==> config.mk <==
export PLATFORM = sky130hd
export DESIGN_NAME = pfgh_override
export DESIGN_NICKNAME = d
export VERILOG_FILES = /design/src/pfgh_pkg.sv /design/src/pfgh_override.sv
export SDC_FILE = /design/constraint.sdc
export NUM_CORES = 1
export LEC_CHECK = 0
export BUFFER_PORTS_ARGS = -buffer_cell sky130_fd_sc_hd__buf_2
export CELL_PAD_IN_SITES_DETAIL_PLACEMENT = 0
export CELL_PAD_IN_SITES_GLOBAL_PLACEMENT = 1
export CORE_ASPECT_RATIO = 0.8
export CORE_MARGIN = 5
export CORE_UTILIZATION = 30
export CTS_CLUSTER_SIZE = 10
export DETAILED_ROUTE_END_ITERATION = 10
export GPL_ROUTABILITY_DRIVEN = 0
export MAX_ROUTING_LAYER = met4
export PLACE_DENSITY = 0.84
export SKIP_CTS_REPAIR_TIMING = 1
export SYNTH_ARGS = -nofsm -noshare
export SYNTH_HDL_FRONTEND = slang
export SYNTH_SLANG_ARGS = --single-unit
export TNS_END_PERCENT = 10
==> constraint.sdc <==
create_clock -name i_clk -period 3.05 [get_ports i_clk]
set_input_delay 0.305 -clock i_clk [delete_from_list [all_inputs] [get_ports i_clk]]
set_output_delay 0.305 -clock i_clk [all_outputs]
set_load 0.02 [all_outputs]
==> src/pfgh_pkg.sv <==
// Package for the Port F/G/H alternate-function override block.
// Assumes one 100 MHz clock and an AHB-Lite register bus.
// Contract
// Port F bit n feeds analog channel n, bits 0 to 7.
// Software must not toggle Port F outputs during a conversion.
// JTAG enabled: pull-ups on TDI, TMS, TCK stay on, even through reset.
// JTAG enabled: TDI is scan input only, never general I/O.
// TDO drives only in shift states; otherwise it is pulled high.
// Tester steers the TAP with TMS and clocks it with TCK.
// JTAG runs on the test clock from Port F bit 4.
// JTAG enable forces pull-up 1, direction input (bit 6 output when shifting).
// Bit 6 output value is TDO; input gate value 1 on bit 4 only.
// Port F bits 3 to 0 take no override; pads go to the converter.
// Port G bit 5 is input only with pull-up always on.
// Reset-disable fuse programmed: Port G bit 5 is a plain input.
// Port G bits 4 and 3 feed timer 0 and 1 count inputs, no overrides.
// Port H logic exists only on the larger variant.
// Port H bit n is pin-change source 16 plus n.
// Port H input gate override is mask AND group enable, value 0.
// An asserted override replaces the port register setting.
// JTAG enable is a registered level that survives chip reset.
package pfgh_pkg;
  // -----------------------------------------------------------------
  // Register map
  // -----------------------------------------------------------------
  localparam logic [7:0] CTRL_OFS   = 8'h00;
  localparam logic [7:0] PCMASK_OFS = 8'h04;
  localparam logic [7:0] STAT_OFS   = 8'h08;
  localparam logic [7:0] IMASK_OFS  = 8'h0c;
  localparam logic [7:0] PADS_OFS   = 8'h10;
  localparam int         CTRL_JTAG  = 0;
  localparam int         CTRL_GRP   = 1;
  // -----------------------------------------------------------------
  // Pin masks
  // -----------------------------------------------------------------
  localparam logic [7:0] PF_JTAG_MASK = 8'hf0;
  localparam logic [7:0] PF_TDO_MASK  = 8'h40;
  localparam logic [7:0] PF_TCK_MASK  = 8'h10;
  localparam logic [7:0] PF_PULL_MASK = 8'hb0;
  localparam logic [5:0] PG_RST_MASK  = 6'h20;
  localparam int         PG_RST_BIT   = 5;
  localparam int         PG_T0_BIT    = 4;
  localparam int         PG_T1_BIT    = 3;
  // -----------------------------------------------------------------
  // Types
  // -----------------------------------------------------------------
  typedef enum logic [2:0] {
    BUS_IDLE  = 3'b001,
    BUS_RWAIT = 3'b010,
    BUS_RDONE = 3'b100
  } pfgh_bus_e;
  typedef struct packed {
    pfgh_bus_e   bus;
    logic [7:0]  addr;
    logic        wr;
    logic        grp;
    logic [7:0]  pcmask;
    logic [7:0]  status;
    logic [7:0]  imask;
    logic [31:0] rdata;
    logic [7:0]  ph_prev;
    logic [7:0]  analog;
    logic        t0;
    logic        t1;
    logic [7:0]  pcsrc;
  } pfgh_state_s;
endpackage

==> src/pfgh_override.sv <==
// Override logic for Ports F, G and H with an AHB-Lite register slave.
// Assumes pad and port-register inputs synchronous to i_clk and a
// power-on reset that is separate from the chip reset.
`timescale 1ns/1ns
module pfgh_override #(
  parameter bit HAS_PORT_H = 1'b1          // Larger package variant
) (
  input  wire logic        i_clk,          // System clock 100 MHz
  input  wire logic        i_rst_n,        // Chip reset, async
  input  wire logic        i_por_n,        // Power-on reset, async
  input  wire logic        i_hsel,         // AHB select
  input  wire logic [31:0] i_haddr,        // AHB address
  input  wire logic [1:0]  i_htrans,       // AHB transfer type
  input  wire logic        i_hwrite,       // AHB write
  input  wire logic [2:0]  i_hsize,        // AHB size, word only
  input  wire logic [31:0] i_hwdata,       // AHB write data
  input  wire logic        i_hready,       // AHB bus ready
  output logic             o_hreadyout,    // AHB slave ready
  output logic             o_hresp,        // AHB response, OKAY
  output logic      [31:0] o_hrdata,       // AHB read data
  output logic             o_irq,          // Level interrupt
  input  wire logic        i_ir_shift_state, // TAP shifting IR
  input  wire logic        i_dr_shift_state, // TAP shifting DR
  input  wire logic        i_tdo,          // Test data out from TAP
  input  wire logic        i_reset_pin_disable_fuse, // 0 = programmed
  input  wire logic [7:0]  i_pf_pad,       // Port F pad levels
  input  wire logic [7:0]  i_pf_port,      // Port F data register
  input  wire logic [7:0]  i_pf_ddr,       // Port F direction register
  output logic      [7:0]  o_pf_pu,        // Port F pull-up on
  output logic      [7:0]  o_pf_oe,        // Port F drive enable
  output logic      [7:0]  o_pf_do,        // Port F drive value
  output logic      [7:0]  o_pf_ie,        // Port F digital input on
  output logic      [7:0]  o_analog_ch,    // Converter channels 7..0
  input  wire logic [5:0]  i_pg_pad,       // Port G pad levels
  input  wire logic [5:0]  i_pg_port,      // Port G data register
  input  wire logic [5:0]  i_pg_ddr,       // Port G direction register
  output logic      [5:0]  o_pg_pu,        // Port G pull-up on
  output logic      [5:0]  o_pg_oe,        // Port G drive enable
  output logic      [5:0]  o_pg_do,        // Port G drive value
  output logic      [5:0]  o_pg_ie,        // Port G digital input on
  output logic             o_ext_reset_n,  // External reset request
  output logic             o_timer_zero_count_in, // Timer 0 count input
  output logic             o_timer_one_count_in,  // Timer 1 count input
  input  wire logic [7:0]  i_ph_pad,       // Port H pad levels
  input  wire logic [7:0]  i_ph_port,      // Port H data register
  input  wire logic [7:0]  i_ph_ddr,       // Port H direction register
  output logic      [7:0]  o_ph_pu,        // Port H pull-up on
  output logic      [7:0]  o_ph_oe,        // Port H drive enable
  output logic      [7:0]  o_ph_do,        // Port H drive value
  output logic      [7:0]  o_ph_ie,        // Port H digital input on
  output logic      [7:0]  o_pin_change_src_h // Sources 16..23
);
  // -----------------------------------------------------------------
  // Reset release and state
  // -----------------------------------------------------------------
  logic [1:0]           rst_sync_r;
  logic                 rst_n;
  pfgh_pkg::pfgh_state_s st_r;
  pfgh_pkg::pfgh_state_s st_nxt;
  logic                 jtag_port_enable_r;
  logic                 jtag_port_enable_nxt;
  logic                 take;
  logic                 wr_ctrl;
  logic [7:0]           w1c;
  logic [7:0]           h_gate;
  logic [7:0]           h_ev;
  logic [7:0]           ph_pad_en;
  logic [31:0]          rd_word;
  logic [7:0]           pf_ovr;
  logic [7:0]           pf_out_value_override_enable;
  logic                 shifting;

  // Two-stage release so the reset edge is clean inside the block
  always_ff @(posedge i_clk or negedge i_rst_n) begin
    if (!i_rst_n) begin
      rst_sync_r <= 2'h0;
    end else begin
      rst_sync_r <= {rst_sync_r[0], 1'b1};
    end
  end
  assign rst_n = rst_sync_r[1];

  // -----------------------------------------------------------------
  // Bus decode
  // -----------------------------------------------------------------
  assign o_hreadyout = (st_r.bus != pfgh_pkg::BUS_RWAIT);
  assign o_hresp     = 1'b0;
  assign o_hrdata    = st_r.rdata;
  assign take        = i_hsel & i_htrans[1] & i_hready;
  assign wr_ctrl     = st_r.wr && (st_r.addr == pfgh_pkg::CTRL_OFS);
  assign w1c = (st_r.wr && st_r.addr == pfgh_pkg::STAT_OFS) ? i_hwdata[7:0] : 8'h00;

  // Read mux, sampled one cycle after the address phase
  always_comb begin
    case (st_r.addr)
      pfgh_pkg::CTRL_OFS:   rd_word = {30'h0, st_r.grp, jtag_port_enable_r};
      pfgh_pkg::PCMASK_OFS: rd_word = {24'h0, st_r.pcmask};
      pfgh_pkg::STAT_OFS:   rd_word = {24'h0, st_r.status};
      pfgh_pkg::IMASK_OFS:  rd_word = {24'h0, st_r.imask};
      pfgh_pkg::PADS_OFS:   rd_word = {8'h0, ph_pad_en, 2'h0, i_pg_pad, i_pf_pad};
      default:              rd_word = 32'h0;
    endcase
  end

  // -----------------------------------------------------------------
  // Port H, only on the larger variant
  // -----------------------------------------------------------------
  generate
    if (HAS_PORT_H) begin : g_port_h
      assign ph_pad_en = i_ph_pad;
      assign h_gate    = st_r.pcmask & {8{st_r.grp}};
      assign h_ev      = (i_ph_pad ^ st_r.ph_prev) & h_gate;
      assign o_ph_ie   = ~h_gate;
      assign o_ph_pu   = i_ph_port & ~i_ph_ddr;
      assign o_ph_oe   = i_ph_ddr;
      assign o_ph_do   = i_ph_port;
    end else begin : g_no_port_h
      // Smaller package: pins absent, everything held quiet
      assign ph_pad_en = 8'h00;
      assign h_gate    = 8'h00;
      assign h_ev      = 8'h00;
      assign o_ph_ie   = 8'h00;
      assign o_ph_pu   = 8'h00;
      assign o_ph_oe   = 8'h00;
      assign o_ph_do   = 8'h00;
    end
  endgenerate
  assign o_pin_change_src_h = st_r.pcsrc;

  // -----------------------------------------------------------------
  // Next state
  // -----------------------------------------------------------------
  always_comb begin
    st_nxt         = st_r;
    st_nxt.analog  = i_pf_pad;
    st_nxt.t0      = i_pg_pad[pfgh_pkg::PG_T0_BIT];
    st_nxt.t1      = i_pg_pad[pfgh_pkg::PG_T1_BIT];
    st_nxt.pcsrc   = ph_pad_en;
    st_nxt.ph_prev = ph_pad_en;
    // Event set wins over a same-cycle clear
    st_nxt.status  = (st_r.status & ~w1c) | h_ev;
    st_nxt.wr      = 1'b0;
    if (st_r.wr) begin
      case (st_r.addr)
        pfgh_pkg::CTRL_OFS:   st_nxt.grp    = i_hwdata[pfgh_pkg::CTRL_GRP];
        pfgh_pkg::PCMASK_OFS: st_nxt.pcmask = i_hwdata[7:0];
        pfgh_pkg::IMASK_OFS:  st_nxt.imask  = i_hwdata[7:0];
        default:              st_nxt.grp    = st_r.grp;
      endcase
    end
    case (st_r.bus)
      pfgh_pkg::BUS_RWAIT: begin
        st_nxt.rdata = rd_word;
        st_nxt.bus   = pfgh_pkg::BUS_RDONE;
      end
      default: st_nxt.bus = pfgh_pkg::BUS_IDLE;
    endcase
    if (take) begin
      st_nxt.addr = i_haddr[7:0];
      st_nxt.wr   = i_hwrite;
      if (!i_hwrite) begin
        st_nxt.bus = pfgh_pkg::BUS_RWAIT;
      end
    end
  end

  always_ff @(posedge i_clk or negedge rst_n) begin
    if (!rst_n) begin
      st_r <= '{bus: pfgh_pkg::BUS_IDLE, default: '0};
    end else begin
      st_r <= st_nxt;
    end
  end

  // JTAG enable lives on power-on reset only, so chip reset keeps it
  assign jtag_port_enable_nxt = wr_ctrl ? i_hwdata[pfgh_pkg::CTRL_JTAG] : jtag_port_enable_r;
  always_ff @(posedge i_clk or negedge i_por_n) begin
    if (!i_por_n) begin
      jtag_port_enable_r <= 1'b0;
    end else begin
      jtag_port_enable_r <= jtag_port_enable_nxt;
    end
  end

  assign o_irq = |(st_r.status & st_r.imask);

  // -----------------------------------------------------------------
  // Port F overrides
  // -----------------------------------------------------------------
  // Combinational from the held enable so pull-ups persist in reset
  assign shifting = i_ir_shift_state | i_dr_shift_state;
  assign pf_ovr   = jtag_port_enable_r ? pfgh_pkg::PF_JTAG_MASK : 8'h00;
  assign pf_out_value_override_enable  = pf_ovr & pfgh_pkg::PF_TDO_MASK;
  assign o_pf_pu  = (pf_ovr & pfgh_pkg::PF_JTAG_MASK) | (~pf_ovr & i_pf_port & ~i_pf_ddr);
  assign o_pf_oe  = (~pf_ovr & i_pf_ddr) | (pf_out_value_override_enable & {8{shifting}});
  assign o_pf_do  = (~pf_out_value_override_enable & i_pf_port) | (pf_out_value_override_enable & {8{i_tdo}});
  assign o_pf_ie  = ~pf_ovr | (pf_ovr & pfgh_pkg::PF_TCK_MASK);
  assign o_analog_ch = st_r.analog;

  // -----------------------------------------------------------------
  // Port G overrides
  // -----------------------------------------------------------------
  assign o_pg_pu = (i_pg_port & ~i_pg_ddr) | pfgh_pkg::PG_RST_MASK;
  assign o_pg_oe = i_pg_ddr & ~pfgh_pkg::PG_RST_MASK;
  assign o_pg_do = i_pg_port;
  assign o_pg_ie = 6'h3f;
  assign o_ext_reset_n = i_reset_pin_disable_fuse ? i_pg_pad[pfgh_pkg::PG_RST_BIT] : 1'b1;
  assign o_timer_zero_count_in = st_r.t0;
  assign o_timer_one_count_in  = st_r.t1;
endmodule // pfgh_override

==> impl_summary.txt <==
----------------------------------------------------
[Routing]
  Highest Signal Layer ... met4
  Routed length per placed instance ... 16.0 um
  DRC errors left ... 0
  Vias per cell ... 4.32
  Number of routed nets with antenna violations ... 0
  Vias ... 2,977
  First drt pass iteration count ... 4
  Metal3 WL ... 864 um
  Final wirelength ... 11,000 um
  Met2 routed wirelength ... 5560 um
  Met1 wire length ... 4540 um
  Starting DRT DRC Count ... 101

[STA]
  Worst max-slew margin expressed relative to the limit ... 32.7%
  Minimum clock period ... 2.21 ns
  RSZ-0062 raised after global routing ... false
  Final number of setup-violating endpoints ... 0
  Final setup TNS ... 0 ns
  Clk_skew ... 0.00850 ns
  Peak clock frequency supported by timing ... 452 MHz
  Period Utilization, post-route ... 72.6%
  Slew at the pin with the worst max-slew slack ... 1.01 ns
  Final hold vios ... 0
  Final number of max-transition violations ... 0

[Worst hold path]
  Hold crit path type ... input port to flip-flop
  Startpoint of the worst hold path ... i_pf_pad[1]

[Setup path]
  Worst Path Max Fanout ... 8
  Worst-path cell with the longest stage delay ... sky130_fd_sc_hd__and3b_1
  Classification of the worst setup path ... flip-flop to flip-flop
  Highest cell delay on the worst timing path ... 0.60 ns
  Category of the worst setup path launch point ... flip-flop
  Endpoint kind of the worst setup timing path ... flip-flop
  Internal reg-to-reg setup slack ... 0.84 ns
  Crit Reg-Reg Startpoint ... st_r[89]$_DFFE_PN0P_
  Signal arrival time at the worst endpoint ... 2.43 ns
  Critical Path, Cell by Cell ... nor3_2, and3_1, and3b_1, mux2_4
  Worst Setup SP ... st_r[89]$_DFFE_PN0P_
  CP Data Required Time ... 3.26 ns

[GRT]
  Via count of the first global-routing pass ... 2,997
  Largest net degree at the start of global routing ... 78
  Tot GR Track Use ... 13.0%
  Overall overflow remaining after global route ... 0
  Antenna violations before repair ... 2
  First-pass GRT wire length ... 16,100 um

[Cells and area]
  Multi-input gate area ... 0.00144 mm^2
  Final layout net count ... 647
  Synth-to-Final Area Change ... 19.9%
  Final instance area ... 0.00510 mm^2
  Fillers ... 1,382
  Storage element area ... 0.00201 mm^2
  Final Instance Count excl. Fillers ... 689
  Layout cell share with drive strength beyond 1 ... 53.8%

[Synth]
  Share of synthesized area occupied by flip-flops and latches ... 47.1%
  Average instance area after synthesis ... 11.4 um^2
  Synthesized netlist cell count ... 374
  Flip-flop and latch count after synthesis ... 80
  Synth cell types ... 38
  Count of yosys warnings during synthesis ... 0
  Cell area after synthesis ... 0.00425 mm^2

[Floorplanning]
  Core box area ... 0.0137 mm^2
  Die Width ... 143 um
  Floorplan die area ... 0.0167 mm^2
  Die height ... 116 um
  Row count ... 38
  Effective utilization at floorplan ... 31.0%
  Top Ports ... 287

[CTS]
  Depth of the CTS H-tree ... 3
  TritonCTS Sinks ... 80
  CTS tree ... done
  Master cell of the clock root buffer ... sky130_fd_sc_hd__clkbuf_16
  Clock insertion delay at the later pin of the skew report ... 0.34 ns
  Total CTS buffers ... 9
  Post-CTS clock slew at the launch and capture registers of the worst setup and hold paths ... 0.06 ns
  Maximum buffer depth of the clock tree ... 2

[Run]
  Max-cap check violation count ... 0

[Place]
  Cell total after placement ... 669
  Total placed instance area ... 0.00475 mm^2
  Number of port buffers ... 207
  DP HPWL ... 8410 um

[Pwr]
  Pwr per Cell Area ... 566 mW/mm^2
  Leak Pwr ... 2.59 nW
  Final Total Pwr ... 0.00289 W
  Worst voltage drop across the vdd grid ... 0.248 mV

[Status]
  Outcome ... finished, final reports clean

----------------------------------------------------
[metal layers]
| metal | GRT usage [%] | up-vias |
|---|---|---|
| met1 | 15.8 | 1446 |
| met2 | 20.8 | 103 |
| met4 | 2.47 | 0 |
| met3 | 5.16 | 6 |
| li1 | - | 1422 |
| met5 | - | - |
[worst paths after layout]
path,endpoint,depth (start not counted)
max in group asynchronous,o_pin_change_src_h[1]$_DFF_PN0_,0
worst min register to register,rst_sync_r[1]$_DFF_PN0_,0
worst max-delay path,st_r[76]$_DFFE_PN0P_,4
worst min-delay path,o_analog_ch[1]$_DFF_PN0_,1
min in group asynchronous,jtag_port_enable_r$_DFFE_PN0P_,2
worst max register to register,st_r[76]$_DFFE_PN0P_,4
[cell usage after synthesis]
library cell	n	area, um^2
sky130_fd_sc_hd__and2_1	2	12.5
sky130_fd_sc_hd__nand2_1	14	52.6
sky130_fd_sc_hd__and3_4	1	11.3
sky130_fd_sc_hd__a21oi_1	2	10.0
sky130_fd_sc_hd__and2_4	1	8.76
sky130_fd_sc_hd__dfstp_2	1	26.3
sky130_fd_sc_hd__nor3_2	2	20.0
sky130_fd_sc_hd__nor2_1	9	33.8
sky130_fd_sc_hd__clkbuf_1	7	26.3
sky130_fd_sc_hd__o2bb2ai_1	8	70.1
sky130_fd_sc_hd__and4b_1	1	10.0
sky130_fd_sc_hd__mux2_4	16	240
sky130_fd_sc_hd__o211ai_1	5	37.5
sky130_fd_sc_hd__nand3b_1	1	7.51
sky130_fd_sc_hd__nor3b_1	1	7.51
sky130_fd_sc_hd__dfrtp_1	79	1980
sky130_fd_sc_hd__nand3_1	14	70.1
sky130_fd_sc_hd__buf_6	6	67.6
sky130_fd_sc_hd__and2_2	1	7.51
sky130_fd_sc_hd__buf_4	102	766
sky130_fd_sc_hd__inv_1	7	26.3
sky130_fd_sc_hd__nor2b_1	18	113
sky130_fd_sc_hd__conb_1	2	7.51
sky130_fd_sc_hd__xnor2_1	8	70.1
sky130_fd_sc_hd__nand4_1	1	6.26
sky130_fd_sc_hd__a21o_1	4	30.0
sky130_fd_sc_hd__buf_2	1	5.00
sky130_fd_sc_hd__a22o_2	7	70.1
sky130_fd_sc_hd__and3b_1	1	8.76
sky130_fd_sc_hd__mux2_2	20	225
sky130_fd_sc_hd__a31oi_1	1	6.26
sky130_fd_sc_hd__nand2b_1	1	6.26
sky130_fd_sc_hd__a22o_1	9	78.8
sky130_fd_sc_hd__buf_1	1	3.75
sky130_fd_sc_hd__nor4_1	1	6.26
sky130_fd_sc_hd__and3_1	2	12.5
sky130_fd_sc_hd__o21ai_0	5	25.0
sky130_fd_sc_hd__a22oi_1	12	90.1
[registers in the layout, indices dropped and copies added (netlist names)]
| name | count |
|---|---|
| o_hrdata | 22 |
| o_timer_one_count_in | 1 |
| jtag_port_enable_r | 1 |
| o_timer_zero_count_in | 1 |
| o_pin_change_src_h | 8 |
| rst_sync_r | 2 |
| o_analog_ch | 8 |
| st_r | 37 |
[area by class of cell]
cell class | instances | area share, %
flip-flops and latches | 80 | 39.4
well taps | 180 | 4.42
clock inverters | 4 | 1.52
repair buffers | 211 | 21.0
clock buffers | 12 | 4.83
diodes | 2 | 0.0981
multi-input cells | 193 | 28.3
inverters | 7 | 0.515
[layout by cell type, fill, tap and decap left out, drive strengths merged]
master,netlist,layout
diode,0,2
o211ai,5,5
mux2,36,36
o2bb2ai,8,8
a21o,4,4
conb,2,25
nor2b,18,18
and3b,1,1
nand3b,1,1
a22oi,12,12
dfstp,1,1
inv,7,7
a31oi,1,1
dfrtp,79,79
a22o,16,16
and2,4,4
clkbuf,7,12
and3,3,3
a21oi,2,2
nand3,14,14
o21ai,5,5
nand2,14,14
dlygate4sd3,0,2
buf,110,209
nand4,1,1
bufinv,0,2
clkinv,0,2
nor2,9,9
nor3b,1,1
nand2b,1,1
and4b,1,1
xnor2,8,8
nor3,2,2
nor4,1,1
[where the power goes]
group	total, W	internal, W	leakage, nW	switching [W]
clock	0.00117	0.000743	0.157	0.000426
combinational	0.000463	0.000203	1.44	0.000260
sequential	0.00125	0.00115	0.990	0.000107
[metrics by stage]
stage	setup WS, ns	hold slack (ns)	utilization, %
after floorplan	0.689	0.00941	-
after global placement	0.843	0.0817	34.6
after detailed placement	0.834	0.0815	34.6
after CTS	0.825	-0.282	36.9
after global routing	0.725	0.0694	37.1
final	0.836	0.0899	37.1
[worst max-delay path: cells and delay by family (launching register included)]
| kind | cells | cell delay [ns] |
|---|---|---|
| AND/OR/NAND/NOR | 3 | 1.36 |
| multiplexers | 1 | 0.35 |
| flip-flops | 1 | 0.38 |
[logic make-up after synthesis]
family	share of synthesized area (%)
buffers and inverters	21.0
AO/OA/AOI/OAI	9.83
multiplexers	10.9
AND/OR/NAND/NOR	9.27
XOR/XNOR	1.65
flip-flops	47.1
other	0.177
No activity file was read; power rests on OpenSTA's default activity.
